--- src/design/rx_err_params.svh ---
/*
 * Constants of the receive error flag block: register offsets, bit
 * positions and reset values.
 * Assumes it is included by bare name from each design file that
 * needs it; it holds definitions only.
 */
`ifndef RX_ERR_PARAMS_SVH
`define RX_ERR_PARAMS_SVH

// Register offsets on the plain register port
`define RXE_ADDR_CMD      3'h0
`define RXE_ADDR_STATUS   3'h1
`define RXE_ADDR_IRQ_STAT 3'h2
`define RXE_ADDR_IRQ_MASK 3'h3
`define RXE_ADDR_DATA     3'h4

// Command register bits
`define RXE_CMD_TXEN_BIT   0
`define RXE_CMD_RXEN_BIT   2
`define RXE_CMD_ERRCLR_BIT 4
`define RXE_CMD_SYNC_BIT   6
`define RXE_CMD_STORE_MASK 8'h45
`define RXE_CMD_RESET      8'h00

// Status register bits
`define RXE_STAT_FULL_BIT  1
`define RXE_STAT_PE_BIT    3
`define RXE_STAT_OE_BIT    4
`define RXE_STAT_FE_BIT    5

// Interrupt status and mask bits
`define RXE_IRQ_PE_BIT     0
`define RXE_IRQ_OE_BIT     1
`define RXE_IRQ_FE_BIT     2
`define RXE_IRQ_RDY_BIT    3
`define RXE_IRQ_MASK_RESET 4'h0

`endif

--- src/design/rx_err_pkg.sv ---
/*
 * Types of the receive error flag block: state records of both
 * modules and the stop bit sampler states.
 * Assumes nothing beyond a SystemVerilog compiler.
 */
package rx_err_pkg;

    // Stop bit sampler states
    typedef enum logic [1:0] {
        SAMP_IDLE,
        SAMP_ARMED
    } samp_state_type;

    // Whole state of the stop bit sampler
    typedef struct packed {
        samp_state_type state;
        logic           hit;
    } samp_regs_type;

    // Whole state of the flag block
    typedef struct packed {
        logic [7:0] cmd;
        logic [7:0] data;
        logic       data_full;
        logic       parity_err;
        logic       overrun;
        logic       framing;
        logic [3:0] irq_stat;
        logic [3:0] irq_mask;
        logic [7:0] rdata;
    } flag_regs_type;

endpackage

--- src/design/stop_sampler.sv ---
/*
 * Stop bit sampler: looks at the line only at the first stop bit
 * midpoint after each start bit and reports a framing fault.
 * Assumes the bit timing logic pulses frame_start and stop_mid.
 */
`include "rx_err_params.svh"

module stop_sampler (
    input  wire logic core_clk,
    input  wire logic rst,
    input  wire logic ce,
    input  wire logic async_mode,
    input  wire logic frame_start,
    input  wire logic stop_mid,
    input  wire logic rx_level,
    output logic      framing_hit
);

    rx_err_pkg::samp_regs_type st_r;   // Registered state
    rx_err_pkg::samp_regs_type st_nxt; // Next state

    // Arm on start, check once, then ignore further stop bits
    always_comb begin
        st_nxt     = st_r;
        st_nxt.hit = 1'b0;
        case (st_r.state)
            rx_err_pkg::SAMP_IDLE: begin
                // Later stop bits land here and are not looked at
                if (frame_start) begin
                    st_nxt.state = rx_err_pkg::SAMP_ARMED;
                end
            end
            rx_err_pkg::SAMP_ARMED: begin
                if (stop_mid) begin
                    // Zero at first stop midpoint, async only
                    st_nxt.hit   = async_mode && !rx_level;
                    st_nxt.state = rx_err_pkg::SAMP_IDLE;
                end
            end
            default: begin
                st_nxt.state = rx_err_pkg::SAMP_IDLE;
            end
        endcase
    end

    // State register, frozen while ce is low
    always_ff @(posedge core_clk) begin
        if (rst) begin
            st_r <= '0;
        end else if (ce) begin
            st_r <= st_nxt;
        end
    end

    assign framing_hit = st_r.hit;

    chk_first_stop_zero: assert property (
        @(posedge core_clk) disable iff (rst)
        ce && st_r.state == rx_err_pkg::SAMP_ARMED && stop_mid
            && async_mode && !rx_level |=> framing_hit)
        else $error("framing hit missing on zero stop bit");

    chk_later_stops_ignored: assert property (
        @(posedge core_clk) disable iff (rst)
        ce && st_r.state == rx_err_pkg::SAMP_IDLE |=> !framing_hit)
        else $error("framing hit outside first stop bit");

endmodule

--- src/design/usart_receive_error_flags.sv ---
/*
 * Receive error flags of the serial unit: parity, overrun and
 * framing flags, command and status registers, received data
 * holding register and a level interrupt.
 * Assumes the receiver's shift logic pulses char_done with the
 * character and its parity result, and frame timing pulses for the
 * stop bit sampler; all inputs are synchronous to core_clk.
 */
`include "rx_err_params.svh"

module usart_receive_error_flags (
    input  wire logic       core_clk,
    input  wire logic       rst,
    input  wire logic       ce,
    input  wire logic [2:0] addr,
    input  wire logic [7:0] wdata,
    input  wire logic       wr,
    input  wire logic       rd,
    output logic      [7:0] rdata,
    input  wire logic       char_done,
    input  wire logic [7:0] char_data,
    input  wire logic       parity_bad,
    input  wire logic       hunt_active,
    input  wire logic       frame_start,
    input  wire logic       stop_mid,
    input  wire logic       rx_level,
    output logic            rx_enable,
    output logic            parity_error_flag,
    output logic            overrun_flag,
    output logic            framing_flag,
    output logic            irq
);

    // Sticky bit update; the set beats a clear in the same cycle
    function automatic logic sticky(
        input logic old_val,
        input logic set_val,
        input logic clr_val
    );
        sticky = (old_val && !clr_val) || set_val;
    endfunction

    // Same rule applied across a vector of bits
    function automatic logic [3:0] sticky_vec(
        input logic [3:0] old_val,
        input logic [3:0] set_val,
        input logic [3:0] clr_val
    );
        sticky_vec = (old_val & ~clr_val) | set_val;
    endfunction

    rx_err_pkg::flag_regs_type st_r;   // Registered state
    rx_err_pkg::flag_regs_type st_nxt; // Next state

    logic frame_hit;   // Framing fault pulse from the sampler
    logic sync_mode;   // Synchronous mode selected
    logic cmd_wr;      // Command register write
    logic clr_err;     // Error-clear command
    logic rx_off_cmd;  // Receive-disable command
    logic data_rd;     // Data register read
    logic parity_set;  // Parity fault this cycle
    logic overrun_set; // Overrun this cycle
    logic char_load;   // Character taken into the holding register
    logic [3:0] irq_set; // Interrupt events this cycle
    logic [3:0] irq_clr; // Write-one-to-clear mask

    // Stop bit check runs in its own small machine
    stop_sampler u_stop_sampler (
        .core_clk    (core_clk),
        .rst         (rst),
        .ce          (ce),
        .async_mode  (!sync_mode),
        .frame_start (frame_start),
        .stop_mid    (stop_mid),
        .rx_level    (rx_level),
        .framing_hit (frame_hit)
    );

    // Mode and enable come straight from the command register
    assign sync_mode = st_r.cmd[`RXE_CMD_SYNC_BIT];
    assign rx_enable = st_r.cmd[`RXE_CMD_RXEN_BIT];

    // Register port decode
    always_comb begin
        cmd_wr     = wr && (addr == `RXE_ADDR_CMD);
        // Error-clear is a command, not a stored bit
        clr_err    = cmd_wr && wdata[`RXE_CMD_ERRCLR_BIT];
        // Any command write leaving receive off counts as disable
        rx_off_cmd = cmd_wr && !wdata[`RXE_CMD_RXEN_BIT];
        data_rd    = rd && (addr == `RXE_ADDR_DATA);
        irq_clr    = 4'h0;
        if (wr && (addr == `RXE_ADDR_IRQ_STAT)) begin
            irq_clr = wdata[3:0];
        end
    end

    // Receive events
    always_comb begin
        // Parity is judged with receive on or off
        // but never while hunting for sync characters
        parity_set  = char_done && parity_bad
                      && !(sync_mode && hunt_active);
        // Character accepted only while receiving is enabled
        char_load   = char_done && rx_enable;
        // A read in the same cycle empties the old one in time
        overrun_set = char_load && st_r.data_full && !data_rd;
        irq_set = 4'h0;
        irq_set[`RXE_IRQ_PE_BIT]  = parity_set;
        irq_set[`RXE_IRQ_OE_BIT]  = overrun_set;
        irq_set[`RXE_IRQ_FE_BIT]  = frame_hit;
        irq_set[`RXE_IRQ_RDY_BIT] = char_load;
    end

    // Next state of every register
    always_comb begin
        st_nxt = st_r;

        // Command register keeps only its stored bits
        if (cmd_wr) begin
            st_nxt.cmd = wdata & `RXE_CMD_STORE_MASK;
        end

        // Holding register; a new character wins over a read
        if (char_load) begin
            st_nxt.data      = char_data;
            st_nxt.data_full = 1'b1;
        end else if (data_rd) begin
            st_nxt.data_full = 1'b0;
        end

        // Error flags hold until their own clears
        st_nxt.parity_err = sticky(st_r.parity_err, parity_set,
                                   clr_err);
        st_nxt.overrun    = sticky(st_r.overrun, overrun_set,
                                   clr_err || rx_off_cmd);
        st_nxt.framing    = sticky(st_r.framing, frame_hit,
                                   clr_err);

        // Interrupt status, cleared by writing ones
        st_nxt.irq_stat = sticky_vec(st_r.irq_stat, irq_set, irq_clr);

        // Interrupt mask
        if (wr && (addr == `RXE_ADDR_IRQ_MASK)) begin
            st_nxt.irq_mask = wdata[3:0];
        end

        // Read data stand only in the cycle after the strobe
        st_nxt.rdata = 8'h00;
        if (rd) begin
            case (addr)
                `RXE_ADDR_CMD: begin
                    st_nxt.rdata = st_r.cmd;
                end
                `RXE_ADDR_STATUS: begin
                    st_nxt.rdata[`RXE_STAT_FULL_BIT] = st_r.data_full;
                    st_nxt.rdata[`RXE_STAT_PE_BIT]   = st_r.parity_err;
                    st_nxt.rdata[`RXE_STAT_OE_BIT]   = st_r.overrun;
                    st_nxt.rdata[`RXE_STAT_FE_BIT]   = st_r.framing;
                end
                `RXE_ADDR_IRQ_STAT: begin
                    st_nxt.rdata = {4'h0, st_r.irq_stat};
                end
                `RXE_ADDR_IRQ_MASK: begin
                    st_nxt.rdata = {4'h0, st_r.irq_mask};
                end
                `RXE_ADDR_DATA: begin
                    st_nxt.rdata = st_r.data;
                end
                default: begin
                    // Unmapped reads return zero
                    st_nxt.rdata = 8'h00;
                end
            endcase
        end
    end

    // State register, frozen while ce is low
    always_ff @(posedge core_clk) begin
        if (rst) begin
            st_r <= '0;
        end else if (ce) begin
            st_r <= st_nxt;
        end
    end

    // Outputs straight from flops, irq is a level
    assign rdata             = st_r.rdata;
    assign parity_error_flag = st_r.parity_err;
    assign overrun_flag      = st_r.overrun;
    assign framing_flag      = st_r.framing;
    assign irq               = |(st_r.irq_stat & st_r.irq_mask);

    // Checks on what this block drives; all but the reset check are
    // held off while rst is high, so reset values are never judged
    chk_parity_sets: assert property (
        @(posedge core_clk) disable iff (rst)
        ce && char_done && parity_bad && !(sync_mode && hunt_active)
        |=> parity_error_flag)
        else $error("parity flag not set on bad character");

    chk_parity_rx_off: assert property (
        @(posedge core_clk) disable iff (rst)
        ce && !rx_enable && !sync_mode && char_done && parity_bad
        |=> parity_error_flag ##1 (parity_error_flag || $past(clr_err)))
        else $error("parity flag ignored with receive off");

    chk_parity_hunt: assert property (
        @(posedge core_clk) disable iff (rst)
        ce && !parity_error_flag && sync_mode && hunt_active
        |=> !parity_error_flag)
        else $error("parity flag changed while hunting");

    chk_parity_clear: assert property (
        @(posedge core_clk) disable iff (rst)
        ce && clr_err && !(char_done && parity_bad)
        |=> !parity_error_flag)
        else $error("parity flag not cleared");

    chk_overrun_sets: assert property (
        @(posedge core_clk) disable iff (rst)
        ce && char_done && rx_enable && st_r.data_full && !data_rd
        |=> overrun_flag && st_r.data == $past(char_data))
        else $error("overrun not flagged");

    chk_overrun_clear: assert property (
        @(posedge core_clk) disable iff (rst)
        ce && (clr_err || rx_off_cmd) && !overrun_set
        |=> !overrun_flag)
        else $error("overrun not cleared by command");

    chk_framing_sets: assert property (
        @(posedge core_clk) disable iff (rst)
        ce && frame_hit |=> framing_flag)
        else $error("framing flag not set");

    chk_framing_clear: assert property (
        @(posedge core_clk) disable iff (rst)
        ce && clr_err && !frame_hit |=> !framing_flag)
        else $error("framing flag not cleared");

    chk_flags_hold: assert property (
        @(posedge core_clk) disable iff (rst)
        parity_error_flag && !(ce && clr_err) |=> parity_error_flag)
        else $error("parity flag dropped without a clear");

    chk_frozen_hold: assert property (
        @(posedge core_clk) disable iff (rst)
        !ce [*2] |-> $stable(overrun_flag) && $stable(framing_flag)
            && $stable(parity_error_flag) && $stable(irq))
        else $error("flags moved while clock enable low");

    // Framing flag holds until an error-clear
    chk_framing_hold: assert property (
        @(posedge core_clk) disable iff (rst)
        framing_flag && !(ce && clr_err)
        |=> framing_flag)
        else $error("framing flag dropped without a clear");

    // Overrun holds until error-clear or receive-disable
    chk_overrun_hold: assert property (
        @(posedge core_clk) disable iff (rst)
        overrun_flag && !(ce && (clr_err || rx_off_cmd))
        |=> overrun_flag)
        else $error("overrun dropped without a clear");

    // No parity flag without a bad character
    chk_parity_cause: assert property (
        @(posedge core_clk) disable iff (rst)
        !parity_error_flag && !(ce && char_done && parity_bad)
        |=> !parity_error_flag)
        else $error("parity flag set without a bad character");

    // Overrun needs an enabled receiver and an unread character
    chk_overrun_cause: assert property (
        @(posedge core_clk) disable iff (rst)
        !overrun_flag && !(ce && char_done && rx_enable
            && st_r.data_full && !data_rd)
        |=> !overrun_flag)
        else $error("overrun set without a lost character");

    // Receive off never raises overrun, whatever arrives
    chk_overrun_rx_off: assert property (
        @(posedge core_clk) disable iff (rst)
        !overrun_flag && !rx_enable
        |=> !overrun_flag)
        else $error("overrun set with receive off");

    // Framing flag only from the sampler's pulse
    chk_framing_cause: assert property (
        @(posedge core_clk) disable iff (rst)
        !framing_flag && !(ce && frame_hit)
        |=> !framing_flag)
        else $error("framing flag set without a zero stop bit");

    // Synchronous mode never reports a framing fault
    chk_sync_no_frame: assert property (
        @(posedge core_clk) disable iff (rst)
        ce && sync_mode |=> !frame_hit)
        else $error("framing fault reported in sync mode");

    // Error-clear acts once and is never stored
    chk_clear_not_kept: assert property (
        @(posedge core_clk) disable iff (rst)
        ce && cmd_wr |=> !st_r.cmd[`RXE_CMD_ERRCLR_BIT])
        else $error("error-clear bit kept in command register");

    // Receive enable follows every command write
    chk_rx_enable_cmd: assert property (
        @(posedge core_clk) disable iff (rst)
        ce && cmd_wr
        |=> rx_enable == $past(wdata[`RXE_CMD_RXEN_BIT]))
        else $error("receive enable not taken from command");

    // Status read shows the flags of the strobe cycle
    chk_status_read: assert property (
        @(posedge core_clk) disable iff (rst)
        ce && rd && addr == `RXE_ADDR_STATUS
        |=> rdata[`RXE_STAT_PE_BIT] == $past(parity_error_flag)
            && rdata[`RXE_STAT_FE_BIT] == $past(framing_flag))
        else $error("status read does not match the flags");

    // Read data stand for one cycle only, zero otherwise
    chk_rdata_idle: assert property (
        @(posedge core_clk) disable iff (rst)
        ce && !rd |=> rdata == 8'h00)
        else $error("read data outside the read slot");

    // Characters refused with receive off leave the data alone
    chk_rx_off_no_load: assert property (
        @(posedge core_clk) disable iff (rst)
        ce && char_done && !rx_enable
        |=> $stable(st_r.data))
        else $error("character taken with receive off");

    // Reset leaves every flag, the interrupt and read data low
    chk_reset_quiet: assert property (
        @(posedge core_clk)
        rst |=> !parity_error_flag && !overrun_flag
            && !framing_flag && !irq && rdata == 8'h00)
        else $error("flags not cleared by reset");

    // A masked-in framing fault raises the interrupt
    chk_irq_framing: assert property (
        @(posedge core_clk) disable iff (rst)
        ce && frame_hit && st_r.irq_mask[`RXE_IRQ_FE_BIT]
            && !(wr && addr == `RXE_ADDR_IRQ_MASK)
        |=> irq)
        else $error("interrupt missing on framing fault");

endmodule

--- config.mk ---
export PLATFORM = sky130hd
export DESIGN_NAME = usart_receive_error_flags
export DESIGN_NICKNAME = d
export VERILOG_FILES = /design/src/design/rx_err_pkg.sv /design/src/design/stop_sampler.sv /design/src/design/usart_receive_error_flags.sv
export VERILOG_INCLUDE_DIRS = /design/src /design/src/design
export SDC_FILE = /design/constraint.sdc
export NUM_CORES = 1
export LEC_CHECK = 0
export ABC_AREA = 1
export CORE_UTILIZATION = 38
export DETAILED_ROUTE_END_ITERATION = 6
export DONT_BUFFER_PORTS = 1
export RECOVER_POWER = 50
export SLEW_MARGIN = 0
export SYNTH_ARGS = -nofsm -noshare
export SYNTH_HDL_FRONTEND = slang
export SYNTH_SLANG_ARGS = --single-unit
--- constraint.sdc ---
create_clock -name core_clk -period 1.1 [get_ports core_clk]
set_input_delay 0.055 -clock core_clk [delete_from_list [all_inputs] [get_ports core_clk]]
set_output_delay 0.055 -clock core_clk [all_outputs]
set_load 0.01 [all_outputs]
* Word level (Yosys, flattened, before mapping) *
Index checks and enable logic that the tools add are counted.

operators by class
  reduce and logical (&&, ||, !) cells = 36
  bitwise logic cells = 4
  multiplexer cells = 13
  equality and inequality tests = 7

operators by type and width
  kind                count
  $logic_and 1x1->1   16
  $pmux 1 s4          3
  $pmux 3 s4          1
  $and 4x4->4         2
  $mux 8              1
  $pmux 2 s2          2
  $reduce_and 2->1    4
  $logic_not 1->1     7
  $eq 3x2->1 const B  2
  $logic_or 1x1->1    4
  $mux 4              1
  $ne 2x2->1 const B  2
  $not 4->4           1
  $or 4x4->4          1
  $reduce_or 4->1     1
  $eq 3x1->1 const B  1
  $eq 3x3->1 const B  1
  $logic_not 3->1     1
  $mux 1              3
  $mux 3              1
  $reduce_and 3->1    1
  $eq 2x1->1 const B  1
  $logic_not 2->1     1
  $mux 2              1
  $reduce_bool 2->1   1

word-level totals
  word-level logic and storage cells = 71
  register bits = 34
  output and inout bits = 13
  bits of input ports = 30

* Logic depth before layout (Yosys ltp) *
  depth in word-level cells = 7
  gate-level depth with buffers = 7
  mapped depth without buffers = 6

* Hierarchy *
Synthesis repeated with hierarchy kept, for this count alone.

second synthesis, totals
  cells, all modules = 211
  area total of the unflattened synthesis = 1535.2 um^2

modules (own cells, without submodules)
  module                     area an instance (um^2)  cells each  seq. area each (um^2)  instances
  usart_receive_error_flags  1443.9                   199         620.6                  1
  stop_sampler               91.3                     12          40.0                   1

* Worst setup path after synthesis *
No wires, ideal clock.

  path kind = flip-flop to flip-flop
  start point = register st_r (netlist bit rx_enable)
  end point = register st_r (netlist bit overrun_flag)
  data arrival time = 0.911 ns
  data required time = 1.030 ns
  buffers on the path = 0
  path slack = 0.118 ns
  stages on the path, launching flop included = 5
  period minus slack after synthesis = 0.982 ns
  library setup time = 0.070 ns
  cells stage by stage = dfxtp_1 -> nand3_1 -> inv_1 -> nand3_1 -> a21oi_1

between the ends
  longest elaborated chain between the ends = 4

ends and longest elaborated chain
  element                         RTL line                          RTL
  start, declared                 usart_receive_error_flags.sv:52   rx_err_pkg::flag_regs_type st_r;
  start signal, assigned          usart_receive_error_flags.sv:182  st_r <= st_nxt;
  $logic_and 1x1->1               usart_receive_error_flags.sv:104  char_load = char_done && rx_enable;
  $logic_and 1x1->1 (2 in a row)  usart_receive_error_flags.sv:106  overrun_set = char_load && st_r.data_full && !data_rd;
  $logic_or 1x1->1                usart_receive_error_flags.sv:40   sticky = (old_val && !clr_val) || set_val;

Every way passes these cells.
A chain may end at the register's enable or synchronous reset.

* Worst setup path in the final report *
  start point = register st_r (netlist bit rx_enable)
  end point = register st_r (netlist bit rdata[2])

between the ends
  longest elaborated chain between the ends = 2

ends and longest elaborated chain
  element     RTL line                          RTL
  $pmux 1 s4  usart_receive_error_flags.sv:150  case (addr)
  $mux 8      usart_receive_error_flags.sv:149  if (rd) begin

Every way passes these cells.

==> impl_metrics.toml <==
[status]
outcome = "finished, final reports clean"

[floorplanning]
core_region_area_sq_um = 3800
rows = 22
dieWidth_um = 66.3
fp.dieArea_sq_um = 4390
initial_utilization_pct = 41.3
die_y_um = 66.3
pin_count = 43

[routing]
routed_wire_length_per_instance_um = 14.6
via_count = 1381
postRouteAntennaNets = 0
drcViolationCount = 0
met1_length_um = 1880
dr_wl_met2_um = 1730
post_drt_via_cell_ratio = 5.17
detail_route.iter0.violations = 76
uppermost_signal_routing_layer_after_detailed_routing = "met4"
dr.pass1.iters = 4
met3RoutedLength_um = 217
overall_routed_net_length_um = 3890

[hold_path]
min_path_type = "primary input to register"

[flow_run]
drv.max_cap_violation_count = 0

[logic_synthesis]
ys_ff_latch = 33
synth_top_flop_cell = "dfxtp_1"
synth_seq_area_share_pct = 42.1
yosysWarningCount = 0
synth_simple_gate_area_share_pct = 28.7
postSynth.asyncResetShare_pct = 0
synthXorXnorAreaFrac_pct = 0
synth_edf_count = 0
proportion_of_synthesized_area_in_mux_cells_pct = 0
net_count_synth = 238
ys_types = 26
netlist_instances = 208
synth_compound_gate_area_share_pct = 16.7
synthesis.area_per_instance_sq_um = 7.54
post_synth_fa_ha_maj_area_fraction_pct = 0
cell_area_after_synthesis_sq_um = 1570
synth_top_family_by_area = "simple AND/OR/NAND/NOR gates"

[cts]
clock_pin_slew_on_the_worst_setup_and_hold_paths_ps = 70
ctsLongestPathBuffers = 2
cts_tree = "yes"
cts_root_buffer = "clkbuf_8"
cts_made_buffers = 5
cts.htree.levels = 2
numClockSinks = 33
clk_latency_ps = 290
post-cts-setup-buffers = 0

[placed_design]
port_buffers = 0
gp_routability_congestion = 0.820
dpl.hpwl_um = 2730
place.detailed.instances = 240
place_area_sq_um = 1520

[setup_path]
critPathRequiredTime_ps = 1280
worstSetupStartpoint = "rx_enable$_SDFFE_PP0P_"
path_cells = "buf_4 -> nand3_1 -> nand2_1 -> o21ai_1 -> a21oi_1"
cpMaxStageDelayCell = "dfxtp_1"
cp-end-kind = "register"
critical_path.max_fanout = 3
slowest_delay_ps = 310
timing.reg2reg.worst_path_depth = 5
worstPathArrival_ps = 1130
worst_setup_path_endpoint = "rdata[2]$_SDFFE_PP0P_"
setup.worst_path.class = "register to register"
type_of_element_launching_the_critical_path = "register"
r2r_start = "rx_enable$_SDFFE_PP0P_"
regToRegEndpoint = "rdata[2]$_SDFFE_PP0P_"
worst_reg_to_reg_setup_slack_ps = 150

[cells_and_area]
post_layout_nonfiller_instances = 267
finalCoreUtilization_pct = 47.2
syn_to_final_growth_pct = 14.3
antenna_cells = 0
nets = 248
finalInstanceArea_sq_um = 1790
drive_gt1_share_pct = 11.0
final_cell_mix = "53 x nand2_1, 33 x dfxtp_1, 24 x a21oi_1"
layout.cells.most_common = "nand2_1"

[power_and_ir_drop]
static-leakage-power_uw = 0.000654
cellPowerDensity_nw_per_um2 = 1270
post-layout-total-power_uw = 2280
vdd_drop_max_mv = 0.768

[sta]
finalHoldViolations = 0
totalNegativeSetupSlack_ps = 0
timing_worst_slew_pin_value_ps = 373
worst_slew_margin_rel_pct = 75.1
achievable-frequency_mhz = 1060
fin_crit_sh_pct = 86.0
final-setup-viol-count = 0
maxSlewViolCount = 0
rsz0062_at_grt = "false"
skew_ps = 3.26
post-route-min-period_ps = 946

[global_routing]
wire_length_of_the_first_global_routing_pass_um = 6370
grt_max_degree = 34
grt_antenna_before_repair = 0
grt_overflow_total = 0
number_of_global_route_vias_before_repair = 1273
grt.total_usage_pct = 20.1
==> worst max-delay path, delay by kind of cell, from the launching register on <==
family | cells | cell delay (ps)
buffers and inverters | 1 | 150
flip-flops | 1 | 310
AND/OR/NAND/NOR | 2 | 150
AO/OA/AOI/OAI | 2 | 230
==> flip-flops by register name (all words and copies together), names as in the netlist <==
register,cells
u_stop_sampler.framing_hit,1
rx_enable,1
rdata,8
framing_flag,1
overrun_flag,1
st_r,19
parity_error_flag,1
u_stop_sampler.st_r,1
==> cell usage after synthesis (2+ instances only) <==
cell type | count | area [sq um]
o21ai_1 | 4 | 20.0
buf_4 | 11 | 82.6
o21ai_0 | 7 | 35.0
a21oi_2 | 4 | 35.0
nor2_2 | 3 | 18.8
a211oi_1 | 6 | 45.0
nand4_1 | 12 | 75.1
nand2_1 | 53 | 199
buf_6 | 3 | 33.8
a21oi_1 | 24 | 120
clkbuf_1 | 4 | 15.0
nand3_1 | 13 | 65.1
nor3_1 | 2 | 10.0
dfxtp_1 | 33 | 661
nor2_1 | 8 | 30.0
inv_1 | 10 | 37.5
nand2_4 | 2 | 22.5
==> per-layer routing <==
layer / vias to the layer above / GRT usage (%)
li1: 713 / -
met1: 618 / 26.8
met2: 42 / 29.6
met3: 8 / 6.55
met4: 0 / 8.24
met5: - / 0
==> repair_timing <==
| action | CTS | global route |
|---|---|---|
| hold buffers | 19 | 0 |
| endpoints found under the hold margin | 33 | 0 |
| gates resized for setup | 0 | 1 |
| endpoints found under the setup margin | 0 | 2 |
==> area by class of cell <==
cell class | count | area [sq um]
Sequential cell | 33 | 661
Fill cell | 418 | 2010
Tap cell | 48 | 60.1
Clock buffer | 6 | 72.6
Inverter | 14 | 60.1
Multi-Input combinational cell | 142 | 707
Timing Repair Buffer | 22 | 223
Clock inverter | 2 | 10.0
==> kinds of logic (layout without fill, tap and decap cells) <==
group           Yosys count  in the layout
flops                    33             33
compound gates           46             46
simple gates             96             96
buf+inv                  33             44
==> per-stage QoR <==
step	setup slack [ps]	hold slack, ps
4_1_cts	103	4.85
2_1_floorplan	118	200
3_5_place_dp	118	124
5_1_grt	61.5	14.4
6_report	154	13.4
3_3_place_gp	145	123
==> power by group <==
part           internal, uW  total, uW  switching (uW)  leakage, uW
clock                   438        887             449    0.0000450
sequential             1210       1220            10.6     0.000266
combinational          80.9        176            95.5     0.000343
total                  1730       2280             555     0.000654
==> how the worst min path moves through the flow <==
| stage | from | end | slack (ps) | cells after the start |
|---|---|---|---|---|
| global route | parity_bad | parity_error_flag$_SDFFE_PP0P_ | 10 | 2 |
| finish | parity_bad | parity_error_flag$_SDFFE_PP0P_ | 10 | 2 |
| detailed placement | rst | rdata[5]$_SDFFE_PP0P_ | 120 | 1 |
| CTS | ce | u_stop_sampler.st_r[1]$_SDFFE_PP0P_ | 5 | 2 |
| global placement | rst | rdata[4]$_SDFFE_PP0P_ | 120 | 1 |
| floorplan | char_data[0] | st_r[20]$_SDFFE_PP0P_ | 200 | 2 |
(Power assumes the default switching activity.)
